### config.mk
export PLATFORM = sky130hd
export DESIGN_NAME = bgp_bridge_gate_protection
export DESIGN_NICKNAME = d
export VERILOG_FILES = /design/src/verilog/bgp_pkg.sv /design/src/verilog/bgp_bridge_gate_protection.sv
export VERILOG_INCLUDE_DIRS = /design/src /design/src/verilog
export SDC_FILE = /design/constraint.sdc
export NUM_CORES = 1
export LEC_CHECK = 0
export BUFFER_PORTS_ARGS = -buffer_cell sky130_fd_sc_hd__buf_2
export CAP_MARGIN = 10
export CORE_ASPECT_RATIO = 0.7
export CORE_MARGIN = 2
export CORE_UTILIZATION = 55
export DETAILED_ROUTE_END_ITERATION = 8
export HOLD_SLACK_MARGIN = 0.05
export PLACE_DENSITY_LB_ADDON = 0.1
export SLEW_MARGIN = 20
export SYNTH_ARGS = -nofsm -noshare
export SYNTH_HDL_FRONTEND = slang
export SYNTH_SLANG_ARGS = --single-unit
### constraint.sdc
create_clock -name sys_clk -period 6 [get_ports sys_clk]
set_clock_uncertainty 0.1 [all_clocks]
set_input_delay 1.5 -clock sys_clk [delete_from_list [all_inputs] [get_ports sys_clk]]
set_output_delay 1.5 -clock sys_clk [all_outputs]
set_load 0.01 [all_outputs]
### src/verilog/bgp_consts.svh
// Constants of the bridge gate protection block: offsets, resets, timings.
`ifndef BGP_CONSTS_SVH
`define BGP_CONSTS_SVH

// ----------------------------------------------------------------------
// Register map (byte addresses) and reset values
// ----------------------------------------------------------------------
`define BGP_ADDR_CTRL   8'h00
`define BGP_ADDR_STATUS 8'h04
`define BGP_CTRL_RST    12'h000
`define BGP_CTRL_W      12

// ----------------------------------------------------------------------
// Timing: clock rate and short detection delays in nanoseconds
// ----------------------------------------------------------------------
`define BGP_CLK_MHZ     100
`define BGP_S2G_DLY0_NS 3200
`define BGP_S2G_DLY1_NS 1600
`define BGP_S2G_DLY2_NS 1200
`define BGP_S2G_DLY3_NS 800
`define BGP_NS2CYC(ns)  (((ns) * `BGP_CLK_MHZ) / 1000)

// ----------------------------------------------------------------------
// Protection and diagnostics figures
// ----------------------------------------------------------------------
`define BGP_SHORT_LIMIT 2'h3
`define BGP_OL_DIVISOR  16
`define BGP_LFSR_SEED   16'hace1
`define BGP_LFSR_TAPS   16'hb400

`endif

### src/verilog/bgp_pkg.sv
// Types shared by the bridge gate protection block.
`default_nettype none
package bgp_pkg;

  // Control register fields, most significant first.
  typedef struct packed {
    logic [3:0] offTime;
    logic [1:0] s2gDelay;
    logic       s2gDisable;
    logic [1:0] hsSel;
    logic [1:0] lsSel;
    logic       rndEnable;
  } bgp_ctrl_t;

  // Gate driver strength handed to the analog drivers.
  typedef enum logic [1:0] {
    BGP_DRV_MIN = 2'h0,
    BGP_DRV_MED = 2'h1,
    BGP_DRV_MAX = 2'h2
  } bgp_drive_t;

  // Gate commands, one bit per half-bridge (0,1 coil A; 2,3 coil B).
  typedef struct packed {
    logic [3:0] hs;
    logic [3:0] ls;
  } bgp_gate_t;

endpackage
`default_nettype wire

### src/verilog/bgp_bridge_gate_protection.sv
// Gate sequencing, bridge disable, short and open-load diagnostics.
//
// The implementer's own choices: the register addresses and strobed register access.
`timescale 1ns/10ps
`default_nettype none
`include "bgp_consts.svh"

// Overview of operation
// Random off-time dither when enable bit set.
// Low-side select: 00/01 min, 10 med, 11 max.
// High-side select: min, min+TC, med+TC, max.
// Turn on only after opposite gate discharged.
// Hardware disable input high forces all off.
// Off-time zero acts as software disable.
// Outside holds disable low when unused.
// Short: bridge off, chopper aborted, count up.
// Polarity change decrements the short counter.
// Count three latches MOSFETs off until disable.
// Per-coil short flag, cleared when disabled.
// High-side coil voltage checked at delay expiry.
// Detection disable bit suppresses short detection.
// Delay select 3.2, 1.6, 1.2, 0.8 us.
// Outside picks delay longer than slope time.
// Open-load set if no chopper event in period.
// Open-load held while current below 1/16.
// Open-load re-evaluated at each polarity toggle.
// Open-load is status only, no action.
// Per-coil counters cleared whenever bridges disabled.
module bgp_bridge_gate_protection #(
  parameter int CUR_W = 5
) (
  input  wire logic                 sys_clk,
  input  wire logic                 rst_n,
  input  wire logic [7:0]           regAddr,
  input  wire logic [15:0]          regWdata,
  input  wire logic                 regWr,
  input  wire logic                 regRd,
  output logic [15:0]               regRdata,
  input  wire logic                 bridgeDisableN,
  input  wire logic [3:0]           lsGateDischarged,
  input  wire logic [3:0]           hsGateDischarged,
  input  wire logic [3:0]           coilAtSupply,
  input  wire logic [3:0]           wantHigh,
  input  wire logic [3:0]           wantLow,
  input  wire logic [1:0]           coilPolarity,
  input  wire logic [1:0]           chopperEvent,
  input  wire logic [1:0][CUR_W-1:0] coilCurrent,
  output bgp_pkg::bgp_gate_t        gate,
  output bgp_pkg::bgp_drive_t       lsDrive,
  output bgp_pkg::bgp_drive_t       hsDrive,
  output logic                      hsTempComp,
  output logic [5:0]                offTimeEff,
  output logic [1:0]                chopperAbort
);

  // ----------------------------------------------------------------------
  // Helper functions
  // ----------------------------------------------------------------------

  // Detection delay in clock cycles for a delay select code.
  function automatic logic [8:0] s2gCycles(input logic [1:0] sel);
    unique case (sel)
      2'h0: s2gCycles = 9'(`BGP_NS2CYC(`BGP_S2G_DLY0_NS));
      2'h1: s2gCycles = 9'(`BGP_NS2CYC(`BGP_S2G_DLY1_NS));
      2'h2: s2gCycles = 9'(`BGP_NS2CYC(`BGP_S2G_DLY2_NS));
      2'h3: s2gCycles = 9'(`BGP_NS2CYC(`BGP_S2G_DLY3_NS));
    endcase
  endfunction

  // Current at or above the open-load threshold of the full scale.
  function automatic logic curHighEnough(input logic [CUR_W-1:0] cur);
    curHighEnough = ({cur, 4'h0} >= (CUR_W + 4)'({CUR_W{1'b1}}));
  endfunction

  // ----------------------------------------------------------------------
  // Pin synchronisers
  // ----------------------------------------------------------------------
  logic [12:0] pinMeta_ff;
  logic [12:0] pinSync_ff;
  logic        disPin;
  logic [3:0]  lsDisS;
  logic [3:0]  hsDisS;
  logic [3:0]  atSupplyS;

  // Two stages on every pin; only the second stage is read.
  always_ff @(posedge sys_clk) begin
    if (!rst_n) begin
      pinMeta_ff <= 13'h0000;
      pinSync_ff <= 13'h0000;
    end else begin
      pinMeta_ff <= {bridgeDisableN, lsGateDischarged,
                     hsGateDischarged, coilAtSupply};
      pinSync_ff <= pinMeta_ff;
    end
  end

  assign disPin    = pinSync_ff[12];
  assign lsDisS    = pinSync_ff[11:8];
  assign hsDisS    = pinSync_ff[7:4];
  assign atSupplyS = pinSync_ff[3:0];

  // ----------------------------------------------------------------------
  // Register port
  // ----------------------------------------------------------------------
  bgp_pkg::bgp_ctrl_t ctrl_ff;
  bgp_pkg::bgp_ctrl_t nxt_ctrl;
  logic [15:0]         rdata_ff;
  logic [15:0]         nxt_rdata;
  bgp_pkg::bgp_drive_t lsDrv_ff;
  bgp_pkg::bgp_drive_t hsDrv_ff;
  bgp_pkg::bgp_drive_t nxt_lsDrv;
  bgp_pkg::bgp_drive_t nxt_hsDrv;
  logic                hsTc_ff;
  logic                nxt_hsTc;
  logic [1:0][1:0]     cnt_ff;
  logic [1:0]          ol_ff;
  logic [1:0]          shortLatched;
  logic                off;

  // Writes land in one cycle; reads answer in the next and only there.
  always_comb begin
    nxt_ctrl  = ctrl_ff;
    nxt_rdata = 16'h0000;
    if (regWr && regAddr == `BGP_ADDR_CTRL) begin
      nxt_ctrl = bgp_pkg::bgp_ctrl_t'(regWdata[`BGP_CTRL_W-1:0]);
    end
    if (regRd) begin
      unique case (regAddr)
        `BGP_ADDR_CTRL:   nxt_rdata = {4'h0, ctrl_ff};
        `BGP_ADDR_STATUS: nxt_rdata = {7'h00, off, cnt_ff[1], cnt_ff[0],
                                       ol_ff, shortLatched};
        default:          nxt_rdata = 16'h0000;
      endcase
    end
    // Slope selects map to drive levels; two low codes share minimum.
    unique case (ctrl_ff.lsSel)
      2'h2:    nxt_lsDrv = bgp_pkg::BGP_DRV_MED;
      2'h3:    nxt_lsDrv = bgp_pkg::BGP_DRV_MAX;
      default: nxt_lsDrv = bgp_pkg::BGP_DRV_MIN;
    endcase
    unique case (ctrl_ff.hsSel)
      2'h2:    nxt_hsDrv = bgp_pkg::BGP_DRV_MED;
      2'h3:    nxt_hsDrv = bgp_pkg::BGP_DRV_MAX;
      default: nxt_hsDrv = bgp_pkg::BGP_DRV_MIN;
    endcase
    nxt_hsTc = (ctrl_ff.hsSel == 2'h1) || (ctrl_ff.hsSel == 2'h2);
  end

  // Off time resets to zero, so the bridges wake up disabled.
  always_ff @(posedge sys_clk) begin
    if (!rst_n) begin
      ctrl_ff  <= bgp_pkg::bgp_ctrl_t'(`BGP_CTRL_RST);
      rdata_ff <= 16'h0000;
      lsDrv_ff <= bgp_pkg::BGP_DRV_MIN;
      hsDrv_ff <= bgp_pkg::BGP_DRV_MIN;
      hsTc_ff  <= 1'b0;
    end else begin
      ctrl_ff  <= nxt_ctrl;
      rdata_ff <= nxt_rdata;
      lsDrv_ff <= nxt_lsDrv;
      hsDrv_ff <= nxt_hsDrv;
      hsTc_ff  <= nxt_hsTc;
    end
  end

  assign regRdata   = rdata_ff;
  assign lsDrive    = lsDrv_ff;
  assign hsDrive    = hsDrv_ff;
  assign hsTempComp = hsTc_ff;

  // ----------------------------------------------------------------------
  // Bridge control and diagnostics
  // ----------------------------------------------------------------------
  bgp_pkg::bgp_gate_t gate_ff;
  bgp_pkg::bgp_gate_t nxt_gate;
  logic [3:0][8:0]    dly_ff;
  logic [3:0][8:0]    nxt_dly;
  logic [1:0][1:0]    nxt_cnt;
  logic [1:0]         blk_ff;
  logic [1:0]         nxt_blk;
  logic [1:0]         seen_ff;
  logic [1:0]         nxt_seen;
  logic [1:0]         nxt_ol;
  logic [1:0]         pol_ff;
  logic [1:0]         polTog;
  logic [3:0]         shortEvt;
  logic [1:0]         coilShort;
  logic [1:0]         abort_ff;
  logic [15:0]        lfsr_ff;
  logic [15:0]        nxt_lfsr;
  logic [5:0]         offEff_ff;
  logic [5:0]         nxt_offEff;
  logic [8:0]         dlyLim;
  logic               allOff;

  // Disable sources; a latched short keeps every MOSFET off.
  assign off    = disPin || (ctrl_ff.offTime == 4'h0);
  assign allOff = off || (|shortLatched);
  assign dlyLim = s2gCycles(ctrl_ff.s2gDelay);

  always_comb begin
    nxt_gate   = '0;
    nxt_dly    = dly_ff;
    nxt_cnt    = cnt_ff;
    nxt_blk    = blk_ff;
    nxt_seen   = seen_ff;
    nxt_ol     = ol_ff;
    shortEvt   = 4'h0;
    coilShort  = 2'h0;
    polTog     = coilPolarity ^ pol_ff;
    // Galois LFSR runs freely; its low bits dither the off time.
    nxt_lfsr   = {1'b0, lfsr_ff[15:1]} ^
                 (lfsr_ff[0] ? `BGP_LFSR_TAPS : 16'h0000);
    nxt_offEff = offEff_ff;
    if (|chopperEvent) begin
      nxt_offEff = {2'h0, ctrl_ff.offTime} +
                   {4'h0, (ctrl_ff.rndEnable ? lfsr_ff[1:0] : 2'h0)};
    end
    // The coil voltage is judged once, when the delay has just run out.
    for (int h = 0; h < 4; h++) begin
      shortEvt[h] = !ctrl_ff.s2gDisable && gate_ff.hs[h] &&
                    (dly_ff[h] == dlyLim - 9'h001) && !atSupplyS[h];
      if (!gate_ff.hs[h]) begin
        nxt_dly[h] = 9'h000;
      end else if (dly_ff[h] != dlyLim) begin
        nxt_dly[h] = dly_ff[h] + 9'h001;
      end
    end
    for (int c = 0; c < 2; c++) begin
      coilShort[c] = shortEvt[2*c] || shortEvt[2*c+1];
      // The aborted bridge stays off until the chopper drops its high-side
      // request or the polarity changes. Releasing it per chopper cycle is
      // what lets a persistent short be counted up to the latch level.
      nxt_blk[c] = !off && (coilShort[c] ||
                   (blk_ff[c] && !polTog[c] && |wantHigh[2*c +: 2]));
      if (off) begin
        nxt_cnt[c] = 2'h0;
      end else if (cnt_ff[c] == `BGP_SHORT_LIMIT) begin
        nxt_cnt[c] = cnt_ff[c];
      end else if (coilShort[c] && !polTog[c]) begin
        nxt_cnt[c] = cnt_ff[c] + 2'h1;
      end else if (polTog[c] && !coilShort[c] && cnt_ff[c] != 2'h0) begin
        nxt_cnt[c] = cnt_ff[c] - 2'h1;
      end
      // Open-load is only reported; nothing else looks at it.
      if (polTog[c] && curHighEnough(coilCurrent[c])) begin
        nxt_ol[c] = !(seen_ff[c] || chopperEvent[c]);
      end
      nxt_seen[c] = !polTog[c] && (seen_ff[c] || chopperEvent[c]);
    end
    // A side turns on only when the opposite gate reads discharged.
    for (int h = 0; h < 4; h++) begin
      nxt_gate.hs[h] = !allOff && !blk_ff[h/2] && !coilShort[h/2] &&
                       wantHigh[h] && !wantLow[h] &&
                       lsDisS[h] && !gate_ff.ls[h];
      nxt_gate.ls[h] = !allOff && !blk_ff[h/2] && !coilShort[h/2] &&
                       wantLow[h] && !wantHigh[h] &&
                       hsDisS[h] && !gate_ff.hs[h];
    end
  end

  always_ff @(posedge sys_clk) begin
    if (!rst_n) begin
      gate_ff   <= '0;
      dly_ff    <= '0;
      cnt_ff    <= '0;
      blk_ff    <= 2'h0;
      seen_ff   <= 2'h0;
      ol_ff     <= 2'h0;
      pol_ff    <= 2'h0;
      abort_ff  <= 2'h0;
      lfsr_ff   <= `BGP_LFSR_SEED;
      offEff_ff <= 6'h00;
    end else begin
      gate_ff   <= nxt_gate;
      dly_ff    <= nxt_dly;
      cnt_ff    <= nxt_cnt;
      blk_ff    <= nxt_blk;
      seen_ff   <= nxt_seen;
      ol_ff     <= nxt_ol;
      pol_ff    <= coilPolarity;
      abort_ff  <= coilShort;
      lfsr_ff   <= nxt_lfsr;
      offEff_ff <= nxt_offEff;
    end
  end

  // Flags are cleared together with the counters on any disable.
  assign shortLatched[0] = (cnt_ff[0] == `BGP_SHORT_LIMIT);
  assign shortLatched[1] = (cnt_ff[1] == `BGP_SHORT_LIMIT);
  assign gate            = gate_ff;
  assign chopperAbort    = abort_ff;
  assign offTimeEff      = offEff_ff;
endmodule
`default_nettype wire

# Word level (Yosys, flattened, before mapping)
# Cells that the tools add are included.
[op_classes]
bitwise = 5
n_reduce_logical = 124
eq_ne = 19
muxes = 10
magnitude_cmp = 2
addsub = 10
[op_table]
columns = ["cell", "n"]
rows = [
  ["logical AND 1 bit", 65],
  ["adder 9 x 1 -> 9 bit, second input constant", 4],
  ["== test 9 bit", 4],
  ["inequality test 9 bit", 4],
  ["case mux 9 bit (4 select lines)", 1],
  ["zero test 1 bit", 31],
  ["case mux 12 bit (2 select lines)", 1],
  [">= comparator 9 x 5 -> 1 bit, second input constant", 2],
  ["== test 2 bit, second input constant", 8],
  ["two-way mux 16 bit", 1],
  ["XOR 15 x 16 -> 16 bit", 1],
  ["AND reduction 2 bit", 7],
  ["two-way mux 2 bit", 5],
  ["OR reduction 2 bit", 5],
  ["logical OR 1 bit", 9],
  ["subtractor 9 x 1 -> 9 bit, second input constant", 1],
  ["== test 8 x 3 -> 1 bit, second input constant", 1],
  ["zero test 8 bit", 1],
  ["case mux 2 bit (2 select lines)", 2],
  ["nonzero test 2 bit", 4],
  ["adder 4 x 2 -> 5 bit", 1],
  ["adder 2 x 1 -> 2 bit, second input constant", 2],
  ["== test 2 x 1 -> 1 bit, second input constant", 2],
  ["zero test 4 bit", 1],
  ["4 further kinds", 7],
]
[totals]
reg_bits = 139
word_cells = 198
out_inout_bits = 37
in_bits = 63

# Depth between registers and ports, before layout
# Gate-level depths: netlist of the first run.
[depth]
word_depth = 13
depth_mapped = 10
mapped_depth_nobuf = 8

# Worst setup path after synthesis of the first run
# OpenSTA, ideal clock, no wires.
[synth_timing]
path_kind = "in2reg"
start = "input port regAddr[5]"
end = "register ctrl_ff[0] in the netlist's numbering"
t_arrival_ps = 2566
path_buffers = 1
stages = 7
t_required_ps = 5824
setup_time_ps = 76
path_slack_ps = 3258
cell_sequence = "nor4_1 > nand2_1 > nor2_1 > and2_1 > buf_2 > nand2_1 > a21boi_0"
[synth_between]
elab_chain_cells = 2
[synth_rtl]
columns = ["item", "line_no", "source"]
rows = [
  ["start, declared", "bgp_bridge_gate_protection.sv:34", "input wire logic [7:0] regAddr,"],
  ["zero test 8 bit", "--", ""],
  ["logical AND 1 bit (no line)", "--", ""],
  ["end signal, assigned", "bgp_bridge_gate_protection.sv:152", "ctrl_ff <= bgp_pkg::bgp_ctrl_t'(`BGP_CTRL_RST);"],
  ["end signal, assigned", "bgp_bridge_gate_protection.sv:158", "ctrl_ff <= nxt_ctrl;"],
  ["end, declared", "bgp_bridge_gate_protection.sv:105", "bgp_pkg::bgp_ctrl_t ctrl_ff;"],
]
# No other way between the ends.
# A chain may end at the register's enable or synchronous reset.

# Worst setup path after layout of the first run
[layout_timing]
start = "input port regAddr[5]"
end = "register ctrl_ff[5] in the netlist's numbering"
# The elaborated chain is that of the path after synthesis.

==> run metrics, run 1 <==
nature of the critical path endpoint=flop; post-CTS setup buffer count=0; GRT Util Overall=21.9%; Max Slew Vio Count=0; Rows=31; Synth Cell Area=5760 µm²; Post-CTS Resized=0; fin crit share=51.9%; H-tree depth reported by CTS=4; crit path max-delay cell type=nor2_1; post-DP HPWL=8.67 mm; final-report setup violation count=0; I/O pin total=100; synth unique cells=53; Filler Cell Count=795; Synthesis Warnings=0; Post-Layout Cell Count=839; Clock Latency Late Sink=between 0.4 and 0.5 ns; Vias/cell=5.20; CP Max Fanout=13; starting density of the core=56.1%; routed length on met3=583 µm; first-pass GRT wire length=19.4 mm; Mapped Avg Cell Area=between 9 and 10 µm²; fin nets=777; post-synthesis sequential area ratio=46.5%; Pwr Density=298 nW/µm²; vias=4363; vias in the first global route=3976; gr ovfl total=0; Startpoint Class=primary input; Initial DRC Count=309; Top cell by count, worst path=nand2_1; die footprint=11300 µm²; crit-path cells=buf_2, nor4_1, nand2_1, nor2_1, and2_1, nand2_1, a21boi_0; Ant. Diodes=0; largest net degree at the start of global routing=~80; Clock Sinks=roughly 130; max cap viols=0; WL/cell=approximately 14 µm; FF+latch count, synth=between 100 and 150; status=complete, no violations; antenna violations before repair=0; slowest stage delay, CP=0.60 ns; leakage=approximately 2.7 nW; ANT nets after route=0; Clock Tree Root=clkbuf_16; Data required, critical path=around 6.2 ns; DRC Markers=0; Final min period=3.11 ns; crit path DAT=3.35 ns; Placed Instances=~810; FMAX=321 MHz; Setup TNS=0 ns; Top Metal Used=met4; worst hold path type=flop to flop; IO buf count=88; Final Hold Viols=0; share of post-route cells with drive strength above 1=19.5%; number of buffers created by CTS=17; M1 WL=5.95 mm; Placer Congestion=0.850; Slew @ Worst Pin=about 0.75 ns; drt total wl=12.0 mm; clock slew at reported path FFs=approximately 0.06 ns; Max-slew headroom=49.8%; Layout area overhead=18.7%; core area=10300 µm²; Worst Path Class, Setup=primary input to flop; Worst VDD drop=around 0.25 mV; met2 wire length=5.36 mm; RSZ-0062 raised after global routing=no; CTS tree=done; TritonRoute pass-1 iters=5; Die Y=between 80 and 90 µm; CTS Buffer Depth=2; die width=126 µm; cts-stage hold buffer count=0; post-synthesis cell count=611
[worst paths after layout]
kind	start	end	slack, ns	cells after the start
worst max-delay path	regAddr[5]	ctrl_ff[5]	2.89	7
worst min-delay path	lfsr_ff[8]	lfsr_ff[7]	0.31	1
worst max register to register	ctrl_ff[7]	cnt_ff[2]	3.04	8
worst min register to register	lfsr_ff[8]	lfsr_ff[7]	0.31	1
[state kept, by name, summed over array words and instances, names as in the netlist, 4 cells and up]
register    cells
ctrl_ff        12
dly_ff         36
offTimeEff      5
cnt_ff          4
regRdata       12
pinMeta_ff     13
lfsr_ff        16
pinSync_ff     13
gate            8
[where the power goes]
| group | leakage, nW | total [mW] | internal (mW) | switching (mW) |
|---|---|---|---|---|
| combinational | 1.36 | 0.0610 | 0.0308 | 0.0302 |
| sequential | 1.09 | 0.915 | 0.908 | 0.00659 |
| clock | 0.294 | 1.07 | 0.631 | 0.435 |
[logic make-up (layout without fill, tap and decap cells)]
group	count (synthesis)	count (layout)	synth area share [%]
buffers and inverters	53	145	4.28
AO/OA/AOI/OAI	63	63	7.62
flip-flops	134	134	46.5
XOR/XNOR	71	71	11.2
multiplexers	6	6	1.04
adder cells (fa/ha/maj)	20	20	4.47
other	1	5	0.0651
AND/OR/NAND/NOR	263	263	24.8
[stage by stage]
stage | util (%) | area, µm² | worst slack, ns | hold slack, ns | power [mW]
after detailed placement | 60.7 | 6240 | 2.47 | 0.297 | 0.996
after global placement | 60.7 | 6240 | 2.49 | 0.296 | 0.994
after floorplan | - | 5780 | 3.26 | 0.286 | 0.968
final | 66.6 | 6840 | 2.89 | 0.309 | 2.04
after global routing | 66.6 | 6840 | 2.61 | 0.333 | 2.11
after CTS | 66.6 | 6840 | 2.89 | 0.312 | 2.06
[per-layer routing]
layer | global-route usage, % | up-vias
met5 | 0 | -
met4 | 8.39 | 0
met3 | 5.81 | 13
met2 | 32.6 | 117
met1 | 30.8 | 2040
li1 | - | 2193
[synth_stat cells (all sizes together)]
master	number	area, µm²
a32oi	2	17.5
a22oi	6	45.0
clkbuf	15	56.3
xor2	33	304
o41ai	2	36.3
nand4	9	56.3
nor3	6	30.0
a31oi	2	18.8
nand3	19	105
nor4	11	93.8
xnor2	38	340
or4	2	15.0
a21oi	17	85.1
o21ai	13	65.1
mux2i	6	60.1
and3	11	68.8
nand3b	4	30.0
dfxtp	134	2680
nor2b	7	43.8
nand4b	4	35.0
a21boi	14	105
a221oi	2	23.8
buf	14	100
and3b	2	17.5
a21o	1	7.51
nand2b	9	56.3
conb	1	3.75
fa	1	20.0
or3b	1	11.3
or3	5	31.3
inv	24	90.1
nor4b	3	26.3
nor2	63	258
a221o	1	10.0
nor3b	2	15.0
and2	44	275
or4bb	4	45.0
o311a	1	10.0
o211ai	2	15.0
ha	19	238
nand2	57	216
[critical path, delay by kind of cell]
family	cells	cell delay, ns
AND/OR/NAND/NOR	5	1.59
AO/OA/AOI/OAI	1	0.17
buffers and inverters	1	0.09
[cell type report]
cell class / instances / area, µm² / share of cell area, %
inverters: 24 / 90.1 / 1.32
clock buffers: 17 / 425 / 6.22
well taps: 132 / 165 / 2.41
repair buffers: 89 / 448 / 6.55
multi-input cells: 428 / 2850 / 41.7
clock inverters: 15 / 181 / 2.65
flip-flops and latches: 134 / 2680 / 39.2
[placed cells by master (no fill, tap or decap), types with 3 or more instances in the layout]
cell type	netlist	layout
dfxtp_1	134	134
a21boi_0	14	14
conb_1	1	5
nand2b_1	9	9
mux2i_1	6	6
nand4_1	9	9
and2_1	44	44
nor4b_1	3	3
or3_1	5	5
inv_6	0	6
nor2_1	60	60
or4bb_1	4	4
nand3_1	17	17
nor4_2	4	4
nor4_1	7	7
o21ai_0	13	13
xnor2_1	37	37
and3_1	11	11
nand3b_1	4	4
buf_2	5	88
inv_1	24	24
ha_1	19	19
a22oi_1	6	6
nor3_1	6	6
nand2_1	56	56
nand4b_1	4	4
a21oi_1	17	17
xor2_1	31	31
clkbuf_16	0	17
nor2b_1	7	7
inv_8	0	4
(Power assumes the default switching activity.)
==> run 2, diff against run 1 <==
- clock period: 6 -> 3.2 ns (I/O delays scaled with it)
==> run 2 against run 1 <==
Wire length rose by 2.8%. Cell count is 0.24% higher. Setup slack got worse by 2.3 ns.
==> run metrics, run 2 (same netlist as run 1, synthesis figures left out) <==
Pwr Density=548 nW/µm² (+84%); Largest regs=dly_ff x36, lfsr_ff x16; worst hold path type=flop to flop; starting density of the core=56.1% (unchanged); GR Util met1=30.8% (+0.057 points); Data required, critical path=3.43 ns (-2.81 ns); die footprint=11300 µm² (unchanged); status=complete, no violations; register name with the most flops=dly_ff; vias in the first global route=4030 (+1.4%); Min-Delay Startpoint=lfsr_ff[8]; Max-slew headroom=55.9% (+6.1 points); Post-Layout Cell Count=841 (+0.24%); IO buf count=88 (unchanged); WL/cell=14.7 µm (+2.5%); Worst Setup SP=ctrl_ff[7]; antenna violations before repair=0 (unchanged); combinational cell fraction of total power=3.1% (about the same); Buf/Inv on CP=1 (unchanged); GRT Util Overall=22.2% (+0.33 points); FMAX=377 MHz; Slew @ Worst Pin=0.657 ns (-0.0935 ns); Worst Path Class, Setup=flop to flop; Clock Tree Root=clkbuf_16; TritonRoute pass-1 iters=5 (unchanged); hold_ws=0.314 ns (+0.00475 ns); GRT met2 Usage=34.8% (+2.2 points); Vias/cell=5.22 (+0.47%); die width=126 µm (unchanged); gr ovfl total=0 (unchanged); crit path DAT=2.88 ns (-0.47 ns); Setup TNS=0 ns (unchanged); max cap viols=0 (unchanged); Initial DRC Count=306 (-0.97%); Clock Sinks=134 (unchanged); sw frac=23.6% (+0.56 points); Hold Path Stages=1 (unchanged); crit-path cells=inv_1, ha_1, nor2_8, xor2_2, nand3_2, o41ai_4, xor2_1, a221oi_2; largest net degree at the start of global routing=79 (unchanged); first-pass GRT wire length=19.7 mm (+1.6%); crit-path leading delay family=compound AO/OA/AOI/OAI gates; Startpoint Class=flop; Final Hold Viols=0 (unchanged); cts-stage hold buffer count=0 (unchanged); Worst VDD drop=0.478 mV (+87%); vias=4394 (+0.71%); Final Power=3.75 mW (+84%); Clk pwr share=51.2% (-1.0 points); RSZ-0062 raised after global routing=no; fin crit share=82.8%; post-DP HPWL=8.82 mm (+1.8%); fin util=66.5% (about the same); Rows=31 (unchanged); Int Pwr=2.86 mW (+82%); DRC Markers=0 (unchanged); Ant. Diodes=0 (unchanged); nature of the critical path endpoint=flop; crit path max-delay cell type=dfxtp_1; core area=10300 µm² (unchanged); slowest stage delay, CP=0.55 ns (-0.05 ns); most frequent cells in the layout=dfxtp_1 (134), buf_2 (88), nor2_1 (60); commonest non-fill, non-tap cell in the layout=dfxtp_1; Clock Latency Late Sink=0.42 ns (about the same); number of buffers created by CTS=17 (unchanged); Layout area overhead=18.6% (about the same); max reg flops=36 (unchanged); leakage=2.74 nW (about the same); ANT nets after route=0 (unchanged); flop-to-flop setup slack=0.55 ns (-2.49 ns); Max Slew Vio Count=0 (unchanged); Placed Instances=809 (+0.25%); Reg power frac=45.8% (+1.0 points); CTS Buffer Depth=2 (unchanged); CP Max Fanout=8 (-5); Die Y=89.7 µm (unchanged); share of post-route cells with drive strength above 1=19.7% (+0.23 points); post-CTS setup buffer count=0 (unchanged); Reg2Reg Depth=8 (unchanged); Hold Crit Endpoint=lfsr_ff[7]; drt total wl=12.4 mm (+2.8%); fin nets=779 (+0.26%); Psw=886 µW (+88%); clock slew at reported path FFs=0.07 ns (about the same); Post-CTS Resized=0 (unchanged); Worst R2R End=cnt_ff[2]; CTS tree=done; routing usage on met3=4.86% (-0.95 points); Crit Reg-Reg Startpoint=ctrl_ff[7]; Final min period=2.65 ns; Placer Congestion=0.845 (-0.53%); H-tree depth reported by CTS=4 (unchanged); I/O pin total=100 (unchanged); final-report setup violation count=0 (unchanged); busiest layer in global routing=met2
## run 2: final cells by class
cell class                      instances  area (µm²)
Fill cell                             833        3440
Multi-Input combinational cell        428        2850
Sequential cell                       134        2680
Timing Repair Buffer                   91         463
Clock buffer                           17         425
Tap cell                              132         165
Clock inverter                         15         163
Inverter                               24        90.1
## run 2: through the flow
step | area (µm²) | worst slack, ns
floorplan | 5780 | 0.960
global placement | 6250 | 0.704
detailed placement | 6250 | 0.589
CTS | 6840 | 0.558
global route | 6840 | 0.384
finish | 6840 | 0.550
## run 2: per-layer routing
metal	share of wire, %	vias up	wire length, µm
met5	0	-	0
met4	1.2	0	145
met3	4.8	15	597
met2	44	119	5490
met1	50	2057	6120
li1	-	2203	-
## run 2: worst max-delay path by stage
stage,cells after the start,to
finish,8,cnt_ff[2]
CTS,8,cnt_ff[2]
floorplan,10,dly_ff[2]
global placement,8,gate[7]
detailed placement,8,cnt_ff[2]
global route,8,gate[4]
## run 2: power groups by stage
| stage | Sequential (mW) | Clock (mW) | Combinational, mW |
|---|---|---|---|
| after floorplan | 1.75 | 0 | 0.0667 |
| after global placement | 1.75 | 0 | 0.111 |
| after CTS | 1.72 | 1.94 | 0.116 |
| final | 1.72 | 1.92 | 0.114 |
| after global routing | 1.72 | 2.02 | 0.127 |
| after detailed placement | 1.75 | 0 | 0.115 |
